$ cat src/sleep_pkg.sv
// constants for the sram sleep mode controller
package sleep_pkg;
  // clock rate and recovery figure
  localparam int unsigned CLOCK_PERIOD_NS       = 100;
  localparam int unsigned WAKE_RECOVERY_TIME_NS = 20;
  // least time rounds up, never under one cycle
  localparam int unsigned WAKE_RECOVERY_RAW =
    (WAKE_RECOVERY_TIME_NS + CLOCK_PERIOD_NS - 1) / CLOCK_PERIOD_NS;
  localparam int unsigned WAKE_RECOVERY_CYCLES  = (WAKE_RECOVERY_RAW < 1) ? 1 : WAKE_RECOVERY_RAW;
  // sleep entry delay in cycles
  localparam int unsigned SLEEP_ENTRY_CYCLES    = 2;
  localparam int unsigned COUNT_W               = 4;
  localparam logic [3:0]  COUNT_RESET           = 4'h0;
  // power states
  typedef enum logic [1:0] {
    PWR_AWAKE,
    PWR_ENTERING,
    PWR_ASLEEP,
    PWR_RECOVERING
  } power_state_t;
endpackage : sleep_pkg

$ cat src/sleep_sync.sv
// two flip-flop synchroniser for the sleep request pin
`timescale 1ns/1ns
module sleep_sync (
  input  wire logic clock_in,
  input  wire logic reset_n_in,
  input  wire logic async_in,
  output logic      sync_out
);
  logic meta_r;
  logic sync_r;
  logic meta_nxt;
  logic sync_nxt;

  always_comb begin
    meta_nxt = async_in;
    sync_nxt = meta_r;
  end

  always_ff @(posedge clock_in or negedge reset_n_in) begin
    if (!reset_n_in) begin
      meta_r <= 1'b0;
      sync_r <= 1'b0;
    end else begin
      meta_r <= meta_nxt;
      sync_r <= sync_nxt;
    end
  end

  assign sync_out = sync_r;
endmodule : sleep_sync

$ cat src/sram_sleep_mode_control.sv
// sleep entry and wake recovery sequencer for a synchronous burst sram
// Notes on behaviour
// - request high makes the device sleep two clock cycles later; here four cycles after the pin, two of them in the synchroniser.
// - all internal state and array contents are kept while asleep.
// - request is held low normally; an undriven request reads low.
// - after request falls, normal operation waits out the recovery time.
// - asleep, the device acts deselected and draws standby current only.
// - asleep, all inputs but the request are ignored; outputs float.
// - request is active high, asynchronous; sleep lasts while it stays high.
`timescale 1ns/1ns
module sram_sleep_mode_control #(
  parameter int unsigned ENTRY_CYCLES    = sleep_pkg::SLEEP_ENTRY_CYCLES,
  parameter int unsigned RECOVERY_CYCLES = sleep_pkg::WAKE_RECOVERY_CYCLES
) (
  input  wire logic clock_in,
  input  wire logic reset_n_in,
  input  wire logic sleep_request_in,
  input  wire logic sleep_request_driven_in,
  input  wire logic access_select_in,
  input  wire logic access_write_in,
  output logic      sleep_active_out,
  output logic      standby_current_out,
  output logic      inputs_enable_out,
  output logic      output_enable_n_out,
  output logic      state_hold_out,
  output logic      recovering_out,
  output logic      access_select_out,
  output logic      access_write_out,
  output logic      ready_out
);
  // ==========================================================
  // request conditioning
  logic level_sync;
  logic driven_sync;
  logic req_sync;

  // pin level and drive flag each pass their own two flops
  sleep_sync u_sync_level (
    .clock_in   (clock_in),
    .reset_n_in (reset_n_in),
    .async_in   (sleep_request_in),
    .sync_out   (level_sync)
  );

  sleep_sync u_sync_driven (
    .clock_in   (clock_in),
    .reset_n_in (reset_n_in),
    .async_in   (sleep_request_driven_in),
    .sync_out   (driven_sync)
  );

  // undriven pin reads low, as the pull-down leaves it
  assign req_sync = level_sync & driven_sync;

  // ==========================================================
  // power state machine
  sleep_pkg::power_state_t state_r;
  sleep_pkg::power_state_t state_nxt;
  logic [sleep_pkg::COUNT_W-1:0] count_r;
  logic [sleep_pkg::COUNT_W-1:0] count_nxt;
  logic                          sel_r;
  logic                          sel_nxt;
  logic                          wr_r;
  logic                          wr_nxt;

  // last count values of the entry and recovery waits
  localparam logic [sleep_pkg::COUNT_W-1:0] ENTRY_LAST = sleep_pkg::COUNT_W'(ENTRY_CYCLES - 1);
  localparam logic [sleep_pkg::COUNT_W-1:0] RECOV_LAST = sleep_pkg::COUNT_W'(RECOVERY_CYCLES - 1);

  // ==========================================================
  // state decoding
  // asleep: deselected, outputs floated
  function automatic logic is_asleep(input sleep_pkg::power_state_t s);
    return (s == sleep_pkg::PWR_ASLEEP);
  endfunction : is_asleep

  // waking: reads only
  function automatic logic is_recovering(input sleep_pkg::power_state_t s);
    return (s == sleep_pkg::PWR_RECOVERING);
  endfunction : is_recovering

  // normal operation, entry included
  function automatic logic is_ready(input sleep_pkg::power_state_t s);
    return (s == sleep_pkg::PWR_AWAKE) || (s == sleep_pkg::PWR_ENTERING);
  endfunction : is_ready

  // ==========================================================
  // next state

  always_comb begin
    state_nxt = state_r;
    count_nxt = count_r;
    case (state_r)
      sleep_pkg::PWR_AWAKE: begin
        if (req_sync) begin
          state_nxt = (ENTRY_CYCLES <= 1) ? sleep_pkg::PWR_ASLEEP : sleep_pkg::PWR_ENTERING;
          count_nxt = sleep_pkg::COUNT_RESET;
        end
      end
      sleep_pkg::PWR_ENTERING: begin
        // request gone before the count ends: abort entry
        if (!req_sync) begin
          state_nxt = sleep_pkg::PWR_AWAKE;
          count_nxt = sleep_pkg::COUNT_RESET;
        end else if (count_r + 1'b1 >= ENTRY_LAST) begin
          state_nxt = sleep_pkg::PWR_ASLEEP;
          count_nxt = sleep_pkg::COUNT_RESET;
        end else begin
          count_nxt = count_r + 1'b1;
        end
      end
      sleep_pkg::PWR_ASLEEP: begin
        if (!req_sync) begin
          state_nxt = sleep_pkg::PWR_RECOVERING;
          count_nxt = sleep_pkg::COUNT_RESET;
        end
      end
      sleep_pkg::PWR_RECOVERING: begin
        // request back high: straight back to sleep
        if (req_sync) begin
          state_nxt = sleep_pkg::PWR_ASLEEP;
          count_nxt = sleep_pkg::COUNT_RESET;
        end else if (count_r >= RECOV_LAST) begin
          state_nxt = sleep_pkg::PWR_AWAKE;
          count_nxt = sleep_pkg::COUNT_RESET;
        end else begin
          count_nxt = count_r + 1'b1;
        end
      end
      default: begin
        state_nxt = sleep_pkg::PWR_AWAKE;
        count_nxt = sleep_pkg::COUNT_RESET;
      end
    endcase
  end

  // state and count registers
  always_ff @(posedge clock_in or negedge reset_n_in) begin
    if (!reset_n_in) begin
      state_r <= sleep_pkg::PWR_AWAKE;
      count_r <= sleep_pkg::COUNT_RESET;
    end else begin
      state_r <= state_nxt;
      count_r <= count_nxt;
    end
  end

  // ==========================================================
  // access gating
  // registered from the next state so gating turns with the state edge
  always_comb begin
    sel_nxt = 1'b0;
    wr_nxt  = 1'b0;
    case (state_nxt)
      sleep_pkg::PWR_AWAKE,
      sleep_pkg::PWR_ENTERING: begin
        sel_nxt = access_select_in;
        wr_nxt  = access_select_in & access_write_in;
      end
      sleep_pkg::PWR_RECOVERING: begin
        sel_nxt = access_select_in & ~access_write_in;
        wr_nxt  = 1'b0;
      end
      default: begin
        sel_nxt = 1'b0;
        wr_nxt  = 1'b0;
      end
    endcase
  end

  always_ff @(posedge clock_in or negedge reset_n_in) begin
    if (!reset_n_in) begin
      sel_r <= 1'b0;
      wr_r  <= 1'b0;
    end else begin
      sel_r <= sel_nxt;
      wr_r  <= wr_nxt;
    end
  end

  // ==========================================================
  // status outputs
  logic sleep_r;
  logic sleep_nxt;
  logic recov_r;
  logic recov_nxt;
  logic ready_r;
  logic ready_nxt;

  // decoded from the next state so flags change with the state itself
  always_comb begin
    sleep_nxt = is_asleep(state_nxt);
    recov_nxt = is_recovering(state_nxt);
    ready_nxt = is_ready(state_nxt);
  end

  always_ff @(posedge clock_in or negedge reset_n_in) begin
    if (!reset_n_in) begin
      sleep_r <= 1'b0;
      recov_r <= 1'b0;
      ready_r <= 1'b1;
    end else begin
      sleep_r <= sleep_nxt;
      recov_r <= recov_nxt;
      ready_r <= ready_nxt;
    end
  end

  // every sleep flag follows one register
  assign sleep_active_out    = sleep_r;
  assign standby_current_out = sleep_r;
  assign inputs_enable_out   = ~sleep_r;
  assign output_enable_n_out = sleep_r;
  assign state_hold_out      = sleep_r;
  assign recovering_out      = recov_r;
  assign ready_out           = ready_r;
  assign access_select_out   = sel_r;
  assign access_write_out    = wr_r;
endmodule : sram_sleep_mode_control

$ cat config.mk
export PLATFORM = sky130hd
export DESIGN_NAME = sram_sleep_mode_control
export DESIGN_NICKNAME = d
export VERILOG_FILES = /design/src/sleep_pkg.sv /design/src/sleep_sync.sv /design/src/sram_sleep_mode_control.sv
export SDC_FILE = /design/constraint.sdc
export NUM_CORES = 1
export LEC_CHECK = 0
export CELL_PAD_IN_SITES_DETAIL_PLACEMENT = 1
export CELL_PAD_IN_SITES_GLOBAL_PLACEMENT = 1
export CORE_MARGIN = 2
export CORE_UTILIZATION = 30
export DETAILED_ROUTE_END_ITERATION = 12
export DONT_BUFFER_PORTS = 1
export PLACE_DENSITY = 0.58
export SETUP_SLACK_MARGIN = 0.02
export SYNTH_ARGS = -nofsm -noshare
export SYNTH_HDL_FRONTEND = slang
export SYNTH_HIERARCHICAL = 1
export SYNTH_SLANG_ARGS = --single-unit
$ cat constraint.sdc
create_clock -name clock_in -period 1.9 [get_ports clock_in]
set_input_delay 0.19 -clock clock_in [delete_from_list [all_inputs] [get_ports clock_in]]
set_output_delay 0.19 -clock clock_in [all_outputs]
set_load 0.02 [all_outputs]
==> results of run 1 <==
## state kept, by name, summed over array words and instances (netlist names)
register and cells:
access_select_out 1, u_sync_level/meta_r 1, recovering_out 1, count_r 4, u_sync_level/sync_out 1, u_sync_driven/sync_out 1, access_write_out 1, ready_out 1
state_r 2, output_enable_n_out 1, u_sync_driven/meta_r 1
## cells in the mapped netlist
| cell type | number |
|---|---|
| inv_1 | 5 |
| xor2_1 | 1 |
| nor3_2 | 2 |
| a21boi_2 | 1 |
| o22a_1 | 1 |
| and3_1 | 2 |
| a21boi_0 | 1 |
| a22o_1 | 1 |
| dfrtp_1 | 14 |
| dfstp_2 | 1 |
| buf_4 | 3 |
| nor3_1 | 2 |
| nor2_1 | 2 |
| and3b_1 | 2 |
| o31a_1 | 1 |
| ha_1 | 2 |
| nand3_1 | 2 |
| nand4bb_4 | 1 |
| nand2_1 | 2 |
| a32o_1 | 1 |
| nor2b_2 | 1 |
| a21boi_1 | 1 |
| o32ai_4 | 1 |
| and2_1 | 2 |
| a21oi_1 | 1 |
## power by group through the flow
stage	Clock, mW	Combinational, mW	Sequential [mW]
after floorplan	0	0.154	0.453
after global routing	0.208	0.204	0.458
final	0.179	0.183	0.450
after CTS	0.187	0.185	0.452
after global placement	0	0.170	0.460
after detailed placement	0	0.174	0.458
## worst paths after layout
check | end | slack (ns) | cells past startpoint
max in group asynchronous | count_r[2]$_DFFE_PN0P_ | 1.10 | 1
hold / removal | access_select_out$_DFF_PN0_ | 0.02 | 1
setup / recovery | access_write_out$_DFF_PN0_ | 0.38 | 5
min in group asynchronous | recovering_out$_DFF_PN0_ | 0.37 | 1
setup reg to reg | access_write_out$_DFF_PN0_ | 0.38 | 5
hold reg to reg | u_sync_level/sync_out$_DFF_PN0_ | 0.36 | 0
## worst reg2reg max path, stage by stage (launching register included)
cell       delay [ns]
dfrtp_1          0.45
inv_1            0.07
ha_1             0.20
nand4bb_4        0.23
o32ai_4          0.33
and3_1           0.19
## metal layers
layer  vias up  global-route usage [%]  share of wire, %
li1        191                       -                 -
met1       195                    13.0                48
met2         9                    15.4                46
met5         -                       0                 0
met4         0                    5.26               2.2
met3         4                    2.59               3.2
## metrics by stage
| step | cells | power, mW | hold WS [ns] | utilization [%] |
|---|---|---|---|---|
| after floorplan | 53 | 0.607 | -0.106 | - |
| after global placement | 79 | 0.630 | -0.105 | 32.3 |
| after detailed placement | 79 | 0.632 | -0.105 | 32.3 |
| after CTS | 86 | 0.824 | 0.0172 | 34.9 |
| after global routing | 86 | 0.870 | 0.0123 | 34.9 |
| final | 86 | 0.813 | 0.0200 | 34.9 |
## logic make-up after synthesis
family                   after synthesis  synth area share [%]
XOR/XNOR                               1                  1.29
buffers and inverters                  8                  6.07
AND/OR/NAND/NOR                       18                  19.7
flip-flops                            15                  55.3
AO/OA/AOI/OAI                          9                  14.0
adder cells (fa/ha/maj)                2                  3.68
## cell type report
cell class                      count  area (um2)
Inverter                            5        18.8
Clock buffer                        4        26.3
Sequential cell                    15         377
Timing Repair Buffer                4        37.5
Fill cell                         252        1410
Tap cell                           28        35.0
Multi-Input combinational cell     30         263
## cell usage in the layout (no fill, tap or decap), types with 2 or more instances in the layout
cell           instances
nand2_1                2
dfrtp_1               14
nand3_1                2
and2_1                 2
ha_1                   2
nor3_2                 2
and3b_1                2
nor2_1                 2
and3_1                 2
nor3_1                 2
inv_1                  5
dlygate4sd3_1          3
clkbuf_4               3
## repair_timing
| item | CTS | global route |
|---|---|---|
| resized for setup | 0 | 0 |
| hold buffers | 3 | 0 |
| endpoints found under the setup margin | 0 | 0 |
| buffers inserted | 0 | 0 |
| endpoints found under the hold margin | 17 | 0 |
==> impl_results.html, run 1 <==
<table>
<tr><th>Metric</th><th>Value</th></tr>
<tr><th colspan="2">Floorplanning</th></tr>
<tr><td>Boundary pin count</td><td>15</td></tr>
<tr><td>Effective utilization at floorplan</td><td>31.4%</td></tr>
<tr><td>Die width</td><td>51.6 um</td></tr>
<tr><td>Chip Height</td><td>51.6 um</td></tr>
<tr><td>Total core area</td><td>2170 um2</td></tr>
<tr><td>Die footprint</td><td>2670 um2</td></tr>
<tr><td>Std-Cell Rows</td><td>17</td></tr>
<tr><th colspan="2">Logic synthesis</th></tr>
<tr><td>Number of unique standard cell types used by synthesis</td><td>25</td></tr>
<tr><td>Area leader, netlist</td><td>dfrtp_1</td></tr>
<tr><td>Ranking of synthesized cells by area</td><td>dfrtp_1 51%, nand4bb_4 4.0%, o32ai_4 4.0%, dfstp_2 3.9%, ha_1 3.7%</td></tr>
<tr><td>Fraction of post-synthesis cell area in the top cell type by area</td><td>51.5%</td></tr>
<tr><td>Cell Area, Synth</td><td>681 um2</td></tr>
<tr><td>Number of register bits inferred by synthesis</td><td>15</td></tr>
<tr><td>Synthesis warning total</td><td>6</td></tr>
<tr><td>Post-Syn Area per Cell</td><td>12.8 um2</td></tr>
<tr><td>Post-Syn Instances</td><td>53</td></tr>
<tr><td>Seq/Total Area, Yosys</td><td>55.3%</td></tr>
<tr><td>Post-Syn Nets</td><td>61</td></tr>
<tr><th colspan="2">Timing</th></tr>
<tr><td>Final-report hold violation count</td><td>0</td></tr>
<tr><td>Worst rel slew slack</td><td>56.1%</td></tr>
<tr><td>Slew at the pin closest to its max-slew limit</td><td>0.657 ns</td></tr>
<tr><td>Total negative setup slack</td><td>0 ns</td></tr>
<tr><td>Post-route clock period utilization</td><td>80.1%</td></tr>
<tr><td>Setup ws final</td><td>0.378 ns</td></tr>
<tr><td>Number of failing setup endpoints in the final timing report</td><td>0</td></tr>
<tr><td>Setup Skew</td><td>0.00687 ns</td></tr>
<tr><td>Setup repair after global routing missed its margin</td><td>false</td></tr>
<tr><td>Max-slew violations</td><td>0</td></tr>
<tr><td>Final worst path period need</td><td>1.52 ns</td></tr>
<tr><td>Highest achievable clock rate</td><td>657 MHz</td></tr>
<tr><th colspan="2">Place</th></tr>
<tr><td>Port-buffer cells</td><td>0</td></tr>
<tr><td>Placed inst area</td><td>701 um2</td></tr>
<tr><td>Post-DP HPWL</td><td>882 um</td></tr>
<tr><td>Final weighted congestion of routability-driven global placement</td><td>0.733</td></tr>
<tr><td>Placement-stage worst setup slack</td><td>0.367 ns</td></tr>
<tr><th colspan="2">Pwr</th></tr>
<tr><td>Total internal power</td><td>534 uW</td></tr>
<tr><td>Switching fraction of total power</td><td>34.3%</td></tr>
<tr><td>Switching power of the nets</td><td>279 uW</td></tr>
<tr><td>Sequential power share</td><td>55.4%</td></tr>
<tr><td>Combinational fraction of design power</td><td>22.6%</td></tr>
<tr><td>Clock group share of total power</td><td>22.0%</td></tr>
<tr><td>Leakage dissipation</td><td>0.341 nW</td></tr>
<tr><td>Maximum ir drop on the vdd rail</td><td>458 uV</td></tr>
<tr><td>Power per Cell Area</td><td>1070 nW/um2</td></tr>
<tr><th colspan="2">Detailed routing</th></tr>
<tr><td>Post-route antenna net violation count</td><td>0</td></tr>
<tr><td>Total routed wirelength</td><td>1150 um</td></tr>
<tr><td>Post-detailed-route wirelength per cell</td><td>13.3 um</td></tr>
<tr><td>Average via count per standard cell</td><td>4.64</td></tr>
<tr><td>DRC</td><td>0</td></tr>
<tr><td>Drt pass-1 iters</td><td>4</td></tr>
<tr><td>Vias post-DR</td><td>399</td></tr>
<tr><td>DRC violation total after the first TritonRoute iteration</td><td>4</td></tr>
<tr><th colspan="2">Cells and area</th></tr>
<tr><td>Number of nets in the layout</td><td>67</td></tr>
<tr><td>Fin area</td><td>757 um2</td></tr>
<tr><td>Layout area overhead</td><td>11.2%</td></tr>
<tr><td>Antenna Cells</td><td>0</td></tr>
<tr><td>Layout cells sized above 1</td><td>19.0%</td></tr>
<tr><th colspan="2">Worst setup path</th></tr>
<tr><td>Required time worst endpoint</td><td>2.12 ns</td></tr>
<tr><td>Sequence of cells on the critical path</td><td>inv_1, ha_1, nand4bb_4, o32ai_4, and3_1</td></tr>
<tr><td>Peak per-stage delay on the critical path</td><td>0.45 ns</td></tr>
<tr><td>Critical path launch point type</td><td>flip-flop</td></tr>
<tr><td>Reg-to-reg startpoint</td><td>count_r[0]$_DFFE_PN0P_</td></tr>
<tr><td>Crit path DAT</td><td>1.74 ns</td></tr>
<tr><td>Endpoint type of the worst setup path</td><td>flip-flop</td></tr>
<tr><td>Number of buffers and inverters on the critical path</td><td>1</td></tr>
<tr><td>Start point of the critical path</td><td>count_r[0]$_DFFE_PN0P_</td></tr>
<tr><td>Category of the critical setup timing path</td><td>reg2reg</td></tr>
<tr><td>Crit-path leading delay family</td><td>flip-flops</td></tr>
<tr><td>Maximum fanout encountered on the critical timing path</td><td>7</td></tr>
<tr><td>Critical path's slowest cell</td><td>dfrtp_1</td></tr>
<tr><th colspan="2">Clock tree</th></tr>
<tr><td>CTS sink count</td><td>15</td></tr>
<tr><td>Root buf cell</td><td>clkbuf_4</td></tr>
<tr><td>Clock tree from TritonCTS</td><td>built</td></tr>
<tr><td>Maximum buffer depth of the clock tree</td><td>2</td></tr>
<tr><td>Max H-tree Level</td><td>1</td></tr>
<tr><td>Clock input transition at the sequential cells of the worst setup and hold paths</td><td>0.09 ns</td></tr>
<tr><td>Inserted Clock Buffers</td><td>3</td></tr>
<tr><td>Clk Latency, worst-skew pair</td><td>0.28 ns</td></tr>
<tr><th colspan="2">Hold path</th></tr>
<tr><td>Hold Startpoint</td><td>access_select_in</td></tr>
<tr><td>Worst hold path type</td><td>in2reg</td></tr>
<tr><th colspan="2">Run</th></tr>
<tr><td>Max-capacitance violation count</td><td>0</td></tr>
<tr><th colspan="2">GRT</th></tr>
<tr><td>Global-route wire length before repair</td><td>1880 um</td></tr>
<tr><td>Via count of the first global-routing pass</td><td>425</td></tr>
<tr><td>Largest net degree at the start of global routing</td><td>16</td></tr>
<tr><td>Number of antenna violations at the first check in global routing</td><td>0</td></tr>
<tr><td>Global route total overflow</td><td>0</td></tr>
<tr><td>GRT Resource Usage Total</td><td>10.0%</td></tr>
<tr><th colspan="2">Status</th></tr>
<tr><td>Outcome</td><td>complete, no violations</td></tr>
</table>
Power figures use the tool's default switching activity.
==> run 2: changes to the inputs <==
--- a/config.mk
+++ b/config.mk
@@ -11,7 +11,7 @@
 export CORE_UTILIZATION = 30
 export DETAILED_ROUTE_END_ITERATION = 12
 export DONT_BUFFER_PORTS = 1
-export PLACE_DENSITY = 0.58
+export PLACE_DENSITY = 0.59
 export SETUP_SLACK_MARGIN = 0.02
 export SYNTH_ARGS = -nofsm -noshare
 export SYNTH_HDL_FRONTEND = slang
==> constraint.sdc (replaced) <==
create_clock -name clock_in -period 1.4 [get_ports clock_in]
set_input_delay 0.14 -clock clock_in [delete_from_list [all_inputs] [get_ports clock_in]]
set_output_delay 0.14 -clock clock_in [all_outputs]
set_load 0.02 [all_outputs]
==> impl_results.html, run 2 (synthesis results as in run 1) <==
<table>
<tr><th>Metric</th><th>Value</th></tr>
<tr><th colspan="2">Status</th></tr>
<tr><td>Outcome</td><td>finished, violations left</td></tr>
<tr><td>Violated checks</td><td>setup timing</td></tr>
<tr><th colspan="2">Cells and area</th></tr>
<tr><td>Final cell count without fillers</td><td>96 (+12%)</td></tr>
<tr><td>Final Core Density</td><td>41.2% (+6.3 points)</td></tr>
<tr><td>Registers with the most flip-flops</td><td>count_r (4), state_r (2)</td></tr>
<tr><td>Layout cells sized above 1</td><td>38.2% (+19 points)</td></tr>
<tr><td>Fill cell instance count of the final layout</td><td>236 (-6.3%)</td></tr>
<tr><td>Number of flip-flops in the largest register</td><td>4 (unchanged)</td></tr>
<tr><td>Number of nets in the layout</td><td>77 (+15%)</td></tr>
<tr><td>Most common cell after layout, fill and taps aside</td><td>dfrtp_1</td></tr>
<tr><td>Fin area</td><td>895 um2 (+18%)</td></tr>
<tr><td>Register containing the most flip-flops in the final layout</td><td>count_r</td></tr>
<tr><td>Most used cells in the layout excluding fill and tap cells</td><td>13 x dfrtp_1, 7 x buf_4, 6 x dlygate4sd3_1</td></tr>
<tr><td>Antenna Cells</td><td>0 (unchanged)</td></tr>
<tr><td>Layout area overhead</td><td>31.4%</td></tr>
<tr><th colspan="2">Floorplanning</th></tr>
<tr><td>Std-Cell Rows</td><td>17 (unchanged)</td></tr>
<tr><td>Effective utilization at floorplan</td><td>31.4% (unchanged)</td></tr>
<tr><td>Die width</td><td>51.6 um (unchanged)</td></tr>
<tr><td>Boundary pin count</td><td>15 (unchanged)</td></tr>
<tr><td>Total core area</td><td>2170 um2 (unchanged)</td></tr>
<tr><td>Chip Height</td><td>51.6 um (unchanged)</td></tr>
<tr><td>Die footprint</td><td>2670 um2 (unchanged)</td></tr>
<tr><th colspan="2">Place</th></tr>
<tr><td>Final weighted congestion of routability-driven global placement</td><td>0.686 (-6.4%)</td></tr>
<tr><td>Post-placement cell count</td><td>83 (+5.1%)</td></tr>
<tr><td>Placed inst area</td><td>731 um2 (+4.3%)</td></tr>
<tr><td>Port-buffer cells</td><td>0 (unchanged)</td></tr>
<tr><td>Post-DP HPWL</td><td>911 um (+3.4%)</td></tr>
<tr><th colspan="2">Detailed routing</th></tr>
<tr><td>Total routed wirelength</td><td>1260 um (+9.8%)</td></tr>
<tr><td>DRC violation total after the first TritonRoute iteration</td><td>2 (-2)</td></tr>
<tr><td>Average via count per standard cell</td><td>4.50 (-3.0%)</td></tr>
<tr><td>Vias post-DR</td><td>432 (+8.3%)</td></tr>
<tr><td>Post-detailed-route wirelength per cell</td><td>13.1 um (-1.7%)</td></tr>
<tr><td>Drt pass-1 iters</td><td>3 (-1)</td></tr>
<tr><td>Post-route antenna net violation count</td><td>0 (unchanged)</td></tr>
<tr><td>DRC</td><td>0 (unchanged)</td></tr>
<tr><th colspan="2">Pwr</th></tr>
<tr><td>Sequential power share</td><td>54.0% (-1.4 points)</td></tr>
<tr><td>Leakage dissipation</td><td>0.390 nW (+14%)</td></tr>
<tr><td>Power per Cell Area</td><td>1270 nW/um2 (+18%)</td></tr>
<tr><td>Clock group share of total power</td><td>21.8% (-0.2 points)</td></tr>
<tr><td>Total internal power</td><td>741 uW (+39%)</td></tr>
<tr><td>Maximum ir drop on the vdd rail</td><td>862 uV (+88%)</td></tr>
<tr><td>Switching fraction of total power</td><td>34.7% (+0.39 points)</td></tr>
<tr><td>Combinational fraction of design power</td><td>24.2% (+1.6 points)</td></tr>
<tr><td>Switching power of the nets</td><td>394 uW (+41%)</td></tr>
<tr><th colspan="2">Worst setup path</th></tr>
<tr><td>Category of the critical setup timing path</td><td>reg2reg</td></tr>
<tr><td>Crit path DAT</td><td>1.63 ns (-0.11 ns)</td></tr>
<tr><td>Sequence of cells on the critical path</td><td>buf_4, and3b_1, o32ai_4, and3_1</td></tr>
<tr><td>Reg-to-reg slack, setup</td><td>-0.006 ns (-0.38 ns)</td></tr>
<tr><td>Destination of the worst register-to-register timing path</td><td>access_write_out$_DFF_PN0_</td></tr>
<tr><td>Crit-path leading delay family</td><td>simple AND/OR/NAND/NOR gates</td></tr>
<tr><td>Number of buffers and inverters on the critical path</td><td>1 (unchanged)</td></tr>
<tr><td>Endpoint type of the worst setup path</td><td>flip-flop</td></tr>
<tr><td>Critical path launch point type</td><td>flip-flop</td></tr>
<tr><td>Number of cells traversed by the worst register-to-register path</td><td>4 (-1)</td></tr>
<tr><td>Peak per-stage delay on the critical path</td><td>0.42 ns (-0.03 ns)</td></tr>
<tr><td>Critical path's slowest cell</td><td>dfrtp_1</td></tr>
<tr><td>Maximum fanout encountered on the critical timing path</td><td>4 (-3)</td></tr>
<tr><td>Reg-to-reg startpoint</td><td>count_r[0]$_DFFE_PN0P_</td></tr>
<tr><td>Required time worst endpoint</td><td>1.62 ns (-0.50 ns)</td></tr>
<tr><th colspan="2">Timing</th></tr>
<tr><td>Setup Skew</td><td>0.00257 ns (-0.00430 ns)</td></tr>
<tr><td>Setup ws final</td><td>-0.00622 ns (-0.384 ns)</td></tr>
<tr><td>Setup repair after global routing missed its margin</td><td>true</td></tr>
<tr><td>Final worst path period need</td><td>1.41 ns (-0.116 ns)</td></tr>
<tr><td>Number of failing setup endpoints in the final timing report</td><td>1 (+1)</td></tr>
<tr><td>Hold Slack</td><td>0.178 ns (+0.158 ns)</td></tr>
<tr><td>Highest achievable clock rate</td><td>711 MHz (+8.3%)</td></tr>
<tr><td>Post-route clock period utilization</td><td>100% (+20 points)</td></tr>
<tr><td>Worst rel slew slack</td><td>54.2% (-1.9 points)</td></tr>
<tr><td>Slew at the pin closest to its max-slew limit</td><td>0.685 ns (+0.0278 ns)</td></tr>
<tr><td>Final-report hold violation count</td><td>0 (unchanged)</td></tr>
<tr><td>Max-slew violations</td><td>0 (unchanged)</td></tr>
<tr><th colspan="2">Clock tree</th></tr>
<tr><td>Max H-tree Level</td><td>1 (unchanged)</td></tr>
<tr><td>Clock tree from TritonCTS</td><td>built</td></tr>
<tr><td>Clock input transition at the sequential cells of the worst setup and hold paths</td><td>0.09 ns (about the same)</td></tr>
<tr><td>Inserted Clock Buffers</td><td>3 (unchanged)</td></tr>
<tr><td>CTS sink count</td><td>15 (unchanged)</td></tr>
<tr><td>Maximum buffer depth of the clock tree</td><td>2 (unchanged)</td></tr>
<tr><td>Root buf cell</td><td>clkbuf_4</td></tr>
<tr><td>Clk Latency, worst-skew pair</td><td>0.28 ns (about the same)</td></tr>
<tr><th colspan="2">GRT</th></tr>
<tr><td>Largest net degree at the start of global routing</td><td>16 (unchanged)</td></tr>
<tr><td>Global route total overflow</td><td>0 (unchanged)</td></tr>
<tr><td>Via count of the first global-routing pass</td><td>459 (+8.0%)</td></tr>
<tr><td>Number of antenna violations at the first check in global routing</td><td>0 (unchanged)</td></tr>
<tr><td>Global-route wire length before repair</td><td>2150 um (+14%)</td></tr>
<tr><td>GRT Resource Usage Total</td><td>11.5% (+1.5 points)</td></tr>
<tr><th colspan="2">Hold path</th></tr>
<tr><td>Worst hold path endpoint</td><td>access_select_out$_DFF_PN0_</td></tr>
<tr><td>Hold Startpoint</td><td>access_write_in</td></tr>
<tr><td>Worst hold path type</td><td>in2reg</td></tr>
<tr><td>Hold Path Cell Cnt</td><td>2 (+1)</td></tr>
<tr><th colspan="2">Run</th></tr>
<tr><td>Max-capacitance violation count</td><td>0 (unchanged)</td></tr>
</table>
run 2: final cells by class:
class | count | area, um2 | share of cell area, %
sequential | 15 | 378 | 42.2
multi-input combinational | 30 | 312 | 34.8
timing repair buffer | 14 | 124 | 13.8
tap | 28 | 35.0 | 3.92
clock buffer | 3 | 22.5 | 2.52
inverter | 5 | 18.8 | 2.10
clock inverter | 1 | 5.00 | 0.559
run 2: worst max path at each step:
| stage | from | to | cells past startpoint |
|---|---|---|---|
| final | count_r[0]$_DFFE_PN0P_ | access_write_out$_DFF_PN0_ | 4 |
| after CTS | count_r[0]$_DFFE_PN0P_ | count_r[0]$_DFFE_PN0P_ | 6 |
| after global placement | count_r[1]$_DFFE_PN0P_ | access_write_out$_DFF_PN0_ | 5 |
| after floorplan | count_r[0]$_DFFE_PN0P_ | access_write_out$_DFF_PN0_ | 5 |
| after detailed placement | count_r[1]$_DFFE_PN0P_ | access_write_out$_DFF_PN0_ | 5 |
| after global routing | count_r[0]$_DFFE_PN0P_ | access_write_out$_DFF_PN0_ | 5 |
run 2: through the flow:
step / setup WS [ns] / TNS, ns / power [mW]
final: -0.00622 / -0.00622 / 1.13
after floorplan: 0.0260 / 0 / 0.823
after global routing: -0.0834 / -0.328 / 1.22
after detailed placement: -0.0441 / -0.0624 / 0.856
after global placement: -0.0248 / -0.0248 / 0.853
after CTS: 0.0125 / 0 / 1.15
run 2: metal layers:
metal | share of wire, % | track usage (%) | vias to the layer above | routed length [um]
li1 | - | - | 212 | -
met1 | 47 | 15.2 | 213 | 591
met4 | 0 | 6.58 | 0 | 0
met2 | 49 | 16.7 | 7 | 619
met3 | 3.8 | 3.45 | 0 | 48
met5 | 0 | 0 | - | 0
run 2: timing repair:
item / 4_1_cts / 5_1_grt
endpoints found under the setup margin: 3 / 8
setup buffers: 2 / 1
endpoints found under the hold margin: 18 / 1
hold buffers: 4 / 2
pin swaps: 1 / 5
gates resized for setup: 1 / 11
run 2: power by group through the flow:
stage / registers, mW / logic, mW / clock network (mW)
after CTS: 0.615 / 0.268 / 0.265
final: 0.613 / 0.275 / 0.247
after global routing: 0.625 / 0.309 / 0.286
after floorplan: 0.615 / 0.209 / 0
after global placement: 0.623 / 0.230 / 0
after detailed placement: 0.625 / 0.232 / 0
==> run 3: changes to the inputs <==
--- a/config.mk
+++ b/config.mk
@@ -13,6 +13,7 @@
 export DONT_BUFFER_PORTS = 1
 export PLACE_DENSITY = 0.59
 export SETUP_SLACK_MARGIN = 0.02
+export SKIP_LAST_GASP = 1
 export SYNTH_ARGS = -nofsm -noshare
 export SYNTH_HDL_FRONTEND = slang
 export SYNTH_HIERARCHICAL = 1
==> impl_results.html, run 3 (synthesis results as in run 1) <==
<table>
<tr><th>Metric</th><th>Value</th></tr>
<tr><th colspan="2">Detailed routing</th></tr>
<tr><td>Post-detailed-route wirelength per cell</td><td>13.1 um (-0.24%)</td></tr>
<tr><td>Drt pass-1 iters</td><td>3 (unchanged)</td></tr>
<tr><td>Average via count per standard cell</td><td>4.53 (+0.69%)</td></tr>
<tr><td>DRC violation total after the first TritonRoute iteration</td><td>2 (unchanged)</td></tr>
<tr><td>Vias post-DR</td><td>435 (+0.69%)</td></tr>
<tr><td>DRC</td><td>0 (unchanged)</td></tr>
<tr><td>Total routed wirelength</td><td>1260 um (-0.24%)</td></tr>
<tr><td>Post-route antenna net violation count</td><td>0 (unchanged)</td></tr>
<tr><th colspan="2">GRT</th></tr>
<tr><td>Global route total overflow</td><td>0 (unchanged)</td></tr>
<tr><td>Via count of the first global-routing pass</td><td>459 (unchanged)</td></tr>
<tr><td>Number of antenna violations at the first check in global routing</td><td>0 (unchanged)</td></tr>
<tr><td>Global Route met1 Usage</td><td>15.2% (unchanged)</td></tr>
<tr><td>Largest net degree at the start of global routing</td><td>16 (unchanged)</td></tr>
<tr><td>Global-route met2 utilization</td><td>16.7% (unchanged)</td></tr>
<tr><td>Most Used Layer, Global Route</td><td>met2</td></tr>
<tr><td>GR Layer Usage met3</td><td>3.45% (unchanged)</td></tr>
<tr><td>GRT Resource Usage Total</td><td>11.5% (unchanged)</td></tr>
<tr><td>Global-route wire length before repair</td><td>2150 um (unchanged)</td></tr>
<tr><th colspan="2">Clock tree</th></tr>
<tr><td>Clk Latency, worst-skew pair</td><td>0.28 ns (about the same)</td></tr>
<tr><td>Clock tree from TritonCTS</td><td>built</td></tr>
<tr><td>Max H-tree Level</td><td>1 (unchanged)</td></tr>
<tr><td>CTS sink count</td><td>15 (unchanged)</td></tr>
<tr><td>Root buf cell</td><td>clkbuf_4</td></tr>
<tr><td>Clock input transition at the sequential cells of the worst setup and hold paths</td><td>0.09 ns (about the same)</td></tr>
<tr><td>Inserted Clock Buffers</td><td>3 (unchanged)</td></tr>
<tr><td>Maximum buffer depth of the clock tree</td><td>2 (unchanged)</td></tr>
<tr><th colspan="2">Floorplanning</th></tr>
<tr><td>Die width</td><td>51.6 um (unchanged)</td></tr>
<tr><td>Boundary pin count</td><td>15 (unchanged)</td></tr>
<tr><td>Die footprint</td><td>2670 um2 (unchanged)</td></tr>
<tr><td>Total core area</td><td>2170 um2 (unchanged)</td></tr>
<tr><td>Effective utilization at floorplan</td><td>31.4% (unchanged)</td></tr>
<tr><td>Std-Cell Rows</td><td>17 (unchanged)</td></tr>
<tr><td>Chip Height</td><td>51.6 um (unchanged)</td></tr>
<tr><th colspan="2">Cells and area</th></tr>
<tr><td>Number of flip-flops in the largest register</td><td>4 (unchanged)</td></tr>
<tr><td>Register containing the most flip-flops in the final layout</td><td>count_r</td></tr>
<tr><td>Layout cells sized above 1</td><td>38.2% (unchanged)</td></tr>
<tr><td>Final Core Density</td><td>41.2% (unchanged)</td></tr>
<tr><td>Most used cells in the layout excluding fill and tap cells</td><td>13 x dfrtp_1, 7 x buf_4, 6 x dlygate4sd3_1</td></tr>
<tr><td>Registers with the most flip-flops</td><td>count_r (4), state_r (2)</td></tr>
<tr><td>Number of nets in the layout</td><td>77 (unchanged)</td></tr>
<tr><td>Most common cell after layout, fill and taps aside</td><td>dfrtp_1</td></tr>
<tr><td>Layout area overhead</td><td>31.4% (unchanged)</td></tr>
<tr><td>Antenna Cells</td><td>0 (unchanged)</td></tr>
<tr><td>Final cell count without fillers</td><td>96 (unchanged)</td></tr>
<tr><th colspan="2">Worst setup path</th></tr>
<tr><td>Maximum fanout encountered on the critical timing path</td><td>4 (unchanged)</td></tr>
<tr><td>Crit path DAT</td><td>1.63 ns (about the same)</td></tr>
<tr><td>Category of the critical setup timing path</td><td>reg2reg</td></tr>
<tr><td>Endpoint type of the worst setup path</td><td>flip-flop</td></tr>
<tr><td>Required time worst endpoint</td><td>1.62 ns (about the same)</td></tr>
<tr><td>Critical path launch point type</td><td>flip-flop</td></tr>
<tr><th colspan="2">Timing</th></tr>
<tr><td>Worst rel slew slack</td><td>54.2% (about the same)</td></tr>
<tr><td>Final-report hold violation count</td><td>0 (unchanged)</td></tr>
<tr><td>Highest achievable clock rate</td><td>710 MHz (-0.13%)</td></tr>
<tr><td>Final worst path period need</td><td>1.41 ns (+0.00179 ns)</td></tr>
<tr><td>Number of failing setup endpoints in the final timing report</td><td>1 (unchanged)</td></tr>
<tr><td>Post-route clock period utilization</td><td>101% (+0.13 points)</td></tr>
<tr><td>Max-slew violations</td><td>0 (unchanged)</td></tr>
<tr><td>Slew at the pin closest to its max-slew limit</td><td>0.685 ns (-0.000260 ns)</td></tr>
<tr><td>Setup ws final</td><td>-0.00802 ns (-0.00179 ns)</td></tr>
<tr><td>Setup Skew</td><td>0.00413 ns (+0.00157 ns)</td></tr>
<tr><td>Setup repair after global routing missed its margin</td><td>true</td></tr>
<tr><th colspan="2">Pwr</th></tr>
<tr><td>Combinational fraction of design power</td><td>24.2% (about the same)</td></tr>
<tr><td>Total internal power</td><td>741 uW (about the same)</td></tr>
<tr><td>Maximum ir drop on the vdd rail</td><td>857 uV (-0.63%)</td></tr>
<tr><td>Sequential power share</td><td>54.1% (about the same)</td></tr>
<tr><td>Leakage dissipation</td><td>0.390 nW (about the same)</td></tr>
<tr><td>Clock group share of total power</td><td>21.7% (about the same)</td></tr>
<tr><td>Switching power of the nets</td><td>392 uW (-0.55%)</td></tr>
<tr><td>Post-layout power</td><td>1.13 mW (-0.22%)</td></tr>
<tr><td>Power per Cell Area</td><td>1270 nW/um2 (-0.22%)</td></tr>
<tr><td>Switching fraction of total power</td><td>34.6% (-0.12 points)</td></tr>
<tr><th colspan="2">Place</th></tr>
<tr><td>Port-buffer cells</td><td>0 (unchanged)</td></tr>
<tr><td>Post-DP HPWL</td><td>911 um (unchanged)</td></tr>
<tr><td>Final weighted congestion of routability-driven global placement</td><td>0.686 (unchanged)</td></tr>
<tr><td>Post-placement cell count</td><td>83 (unchanged)</td></tr>
<tr><th colspan="2">Hold path</th></tr>
<tr><td>Worst hold path type</td><td>in2reg</td></tr>
<tr><th colspan="2">Run</th></tr>
<tr><td>Max-capacitance violation count</td><td>0 (unchanged)</td></tr>
<tr><th colspan="2">Status</th></tr>
<tr><td>Violated checks</td><td>setup timing</td></tr>
<tr><td>Outcome</td><td>finished, violations left</td></tr>
</table>
==> run 3: final cells by class <==
cell class	count	area, um2
repair buffers	14	124
well taps	28	35.0
fillers	236	1270
flip-flops and latches	15	378
multi-input cells	30	312
clock buffers	3	22.5
inverters	5	18.8
clock inverters	1	5.00
==> run 3: timing repair <==
| action | 4_1_cts | 5_1_grt |
|---|---|---|
| setup buffers | 2 | 1 |
| pin swaps | 1 | 4 |
| hold buffers | 4 | 2 |
| endpoints found under the setup margin | 3 | 8 |
| endpoints found under the hold margin | 18 | 1 |
| gates resized for setup | 1 | 11 |
==> run 3: through the flow <==
stage	TNS [ns]	hold WS (ns)	cell area [um2]	worst slack [ns]
floorplan	0	-0.156	681	0.0260
global placement	-0.0248	-0.155	731	-0.0248
detailed placement	-0.0624	-0.155	731	-0.0441
CTS	0	0.00452	818	0.0125
global route	-0.354	0.183	895	-0.0834
finish	-0.00802	0.163	895	-0.00802
==> run 3: final timing paths <==
check / startpoint / end / slack (ns) / cells after the start
min in group asynchronous: reset_n_in / count_r[3]$_DFFE_PN0P_ / 0.33 / 1
max in group asynchronous: reset_n_in / count_r[1]$_DFFE_PN0P_ / 0.60 / 1
max reg2reg: count_r[0]$_DFFE_PN0P_ / access_write_out$_DFF_PN0_ / -0.008 / 4
min: access_write_in / access_select_out$_DFF_PN0_ / 0.16 / 2
max: count_r[0]$_DFFE_PN0P_ / access_write_out$_DFF_PN0_ / -0.008 / 4
min reg2reg: u_sync_driven/meta_r$_DFF_PN0_ / u_sync_driven/sync_out$_DFF_PN0_ / 0.36 / 0
==> run 3: worst max-delay path: stages (launching register included) <==
cell and delay [ns]:
dfrtp_1 0.42, buf_4 0.17, and3b_1 0.24, o32ai_4 0.31, and3_1 0.20
==> run 3: per-layer routing <==
metal	share of wire, %	vias to the layer above	wire length, um
li1	-	213	-
met1	47	213	588
met2	48	7	608
met3	3.8	2	48
met4	0.80	0	10
met5	0	-	0
==> run 3: power groups by stage <==
stage | Combinational [mW] | Clock, mW | Sequential, mW
finish | 0.274 | 0.245 | 0.613
global placement | 0.230 | 0 | 0.623
global route | 0.308 | 0.286 | 0.625
CTS | 0.268 | 0.265 | 0.615
detailed placement | 0.232 | 0 | 0.625
floorplan | 0.209 | 0 | 0.615
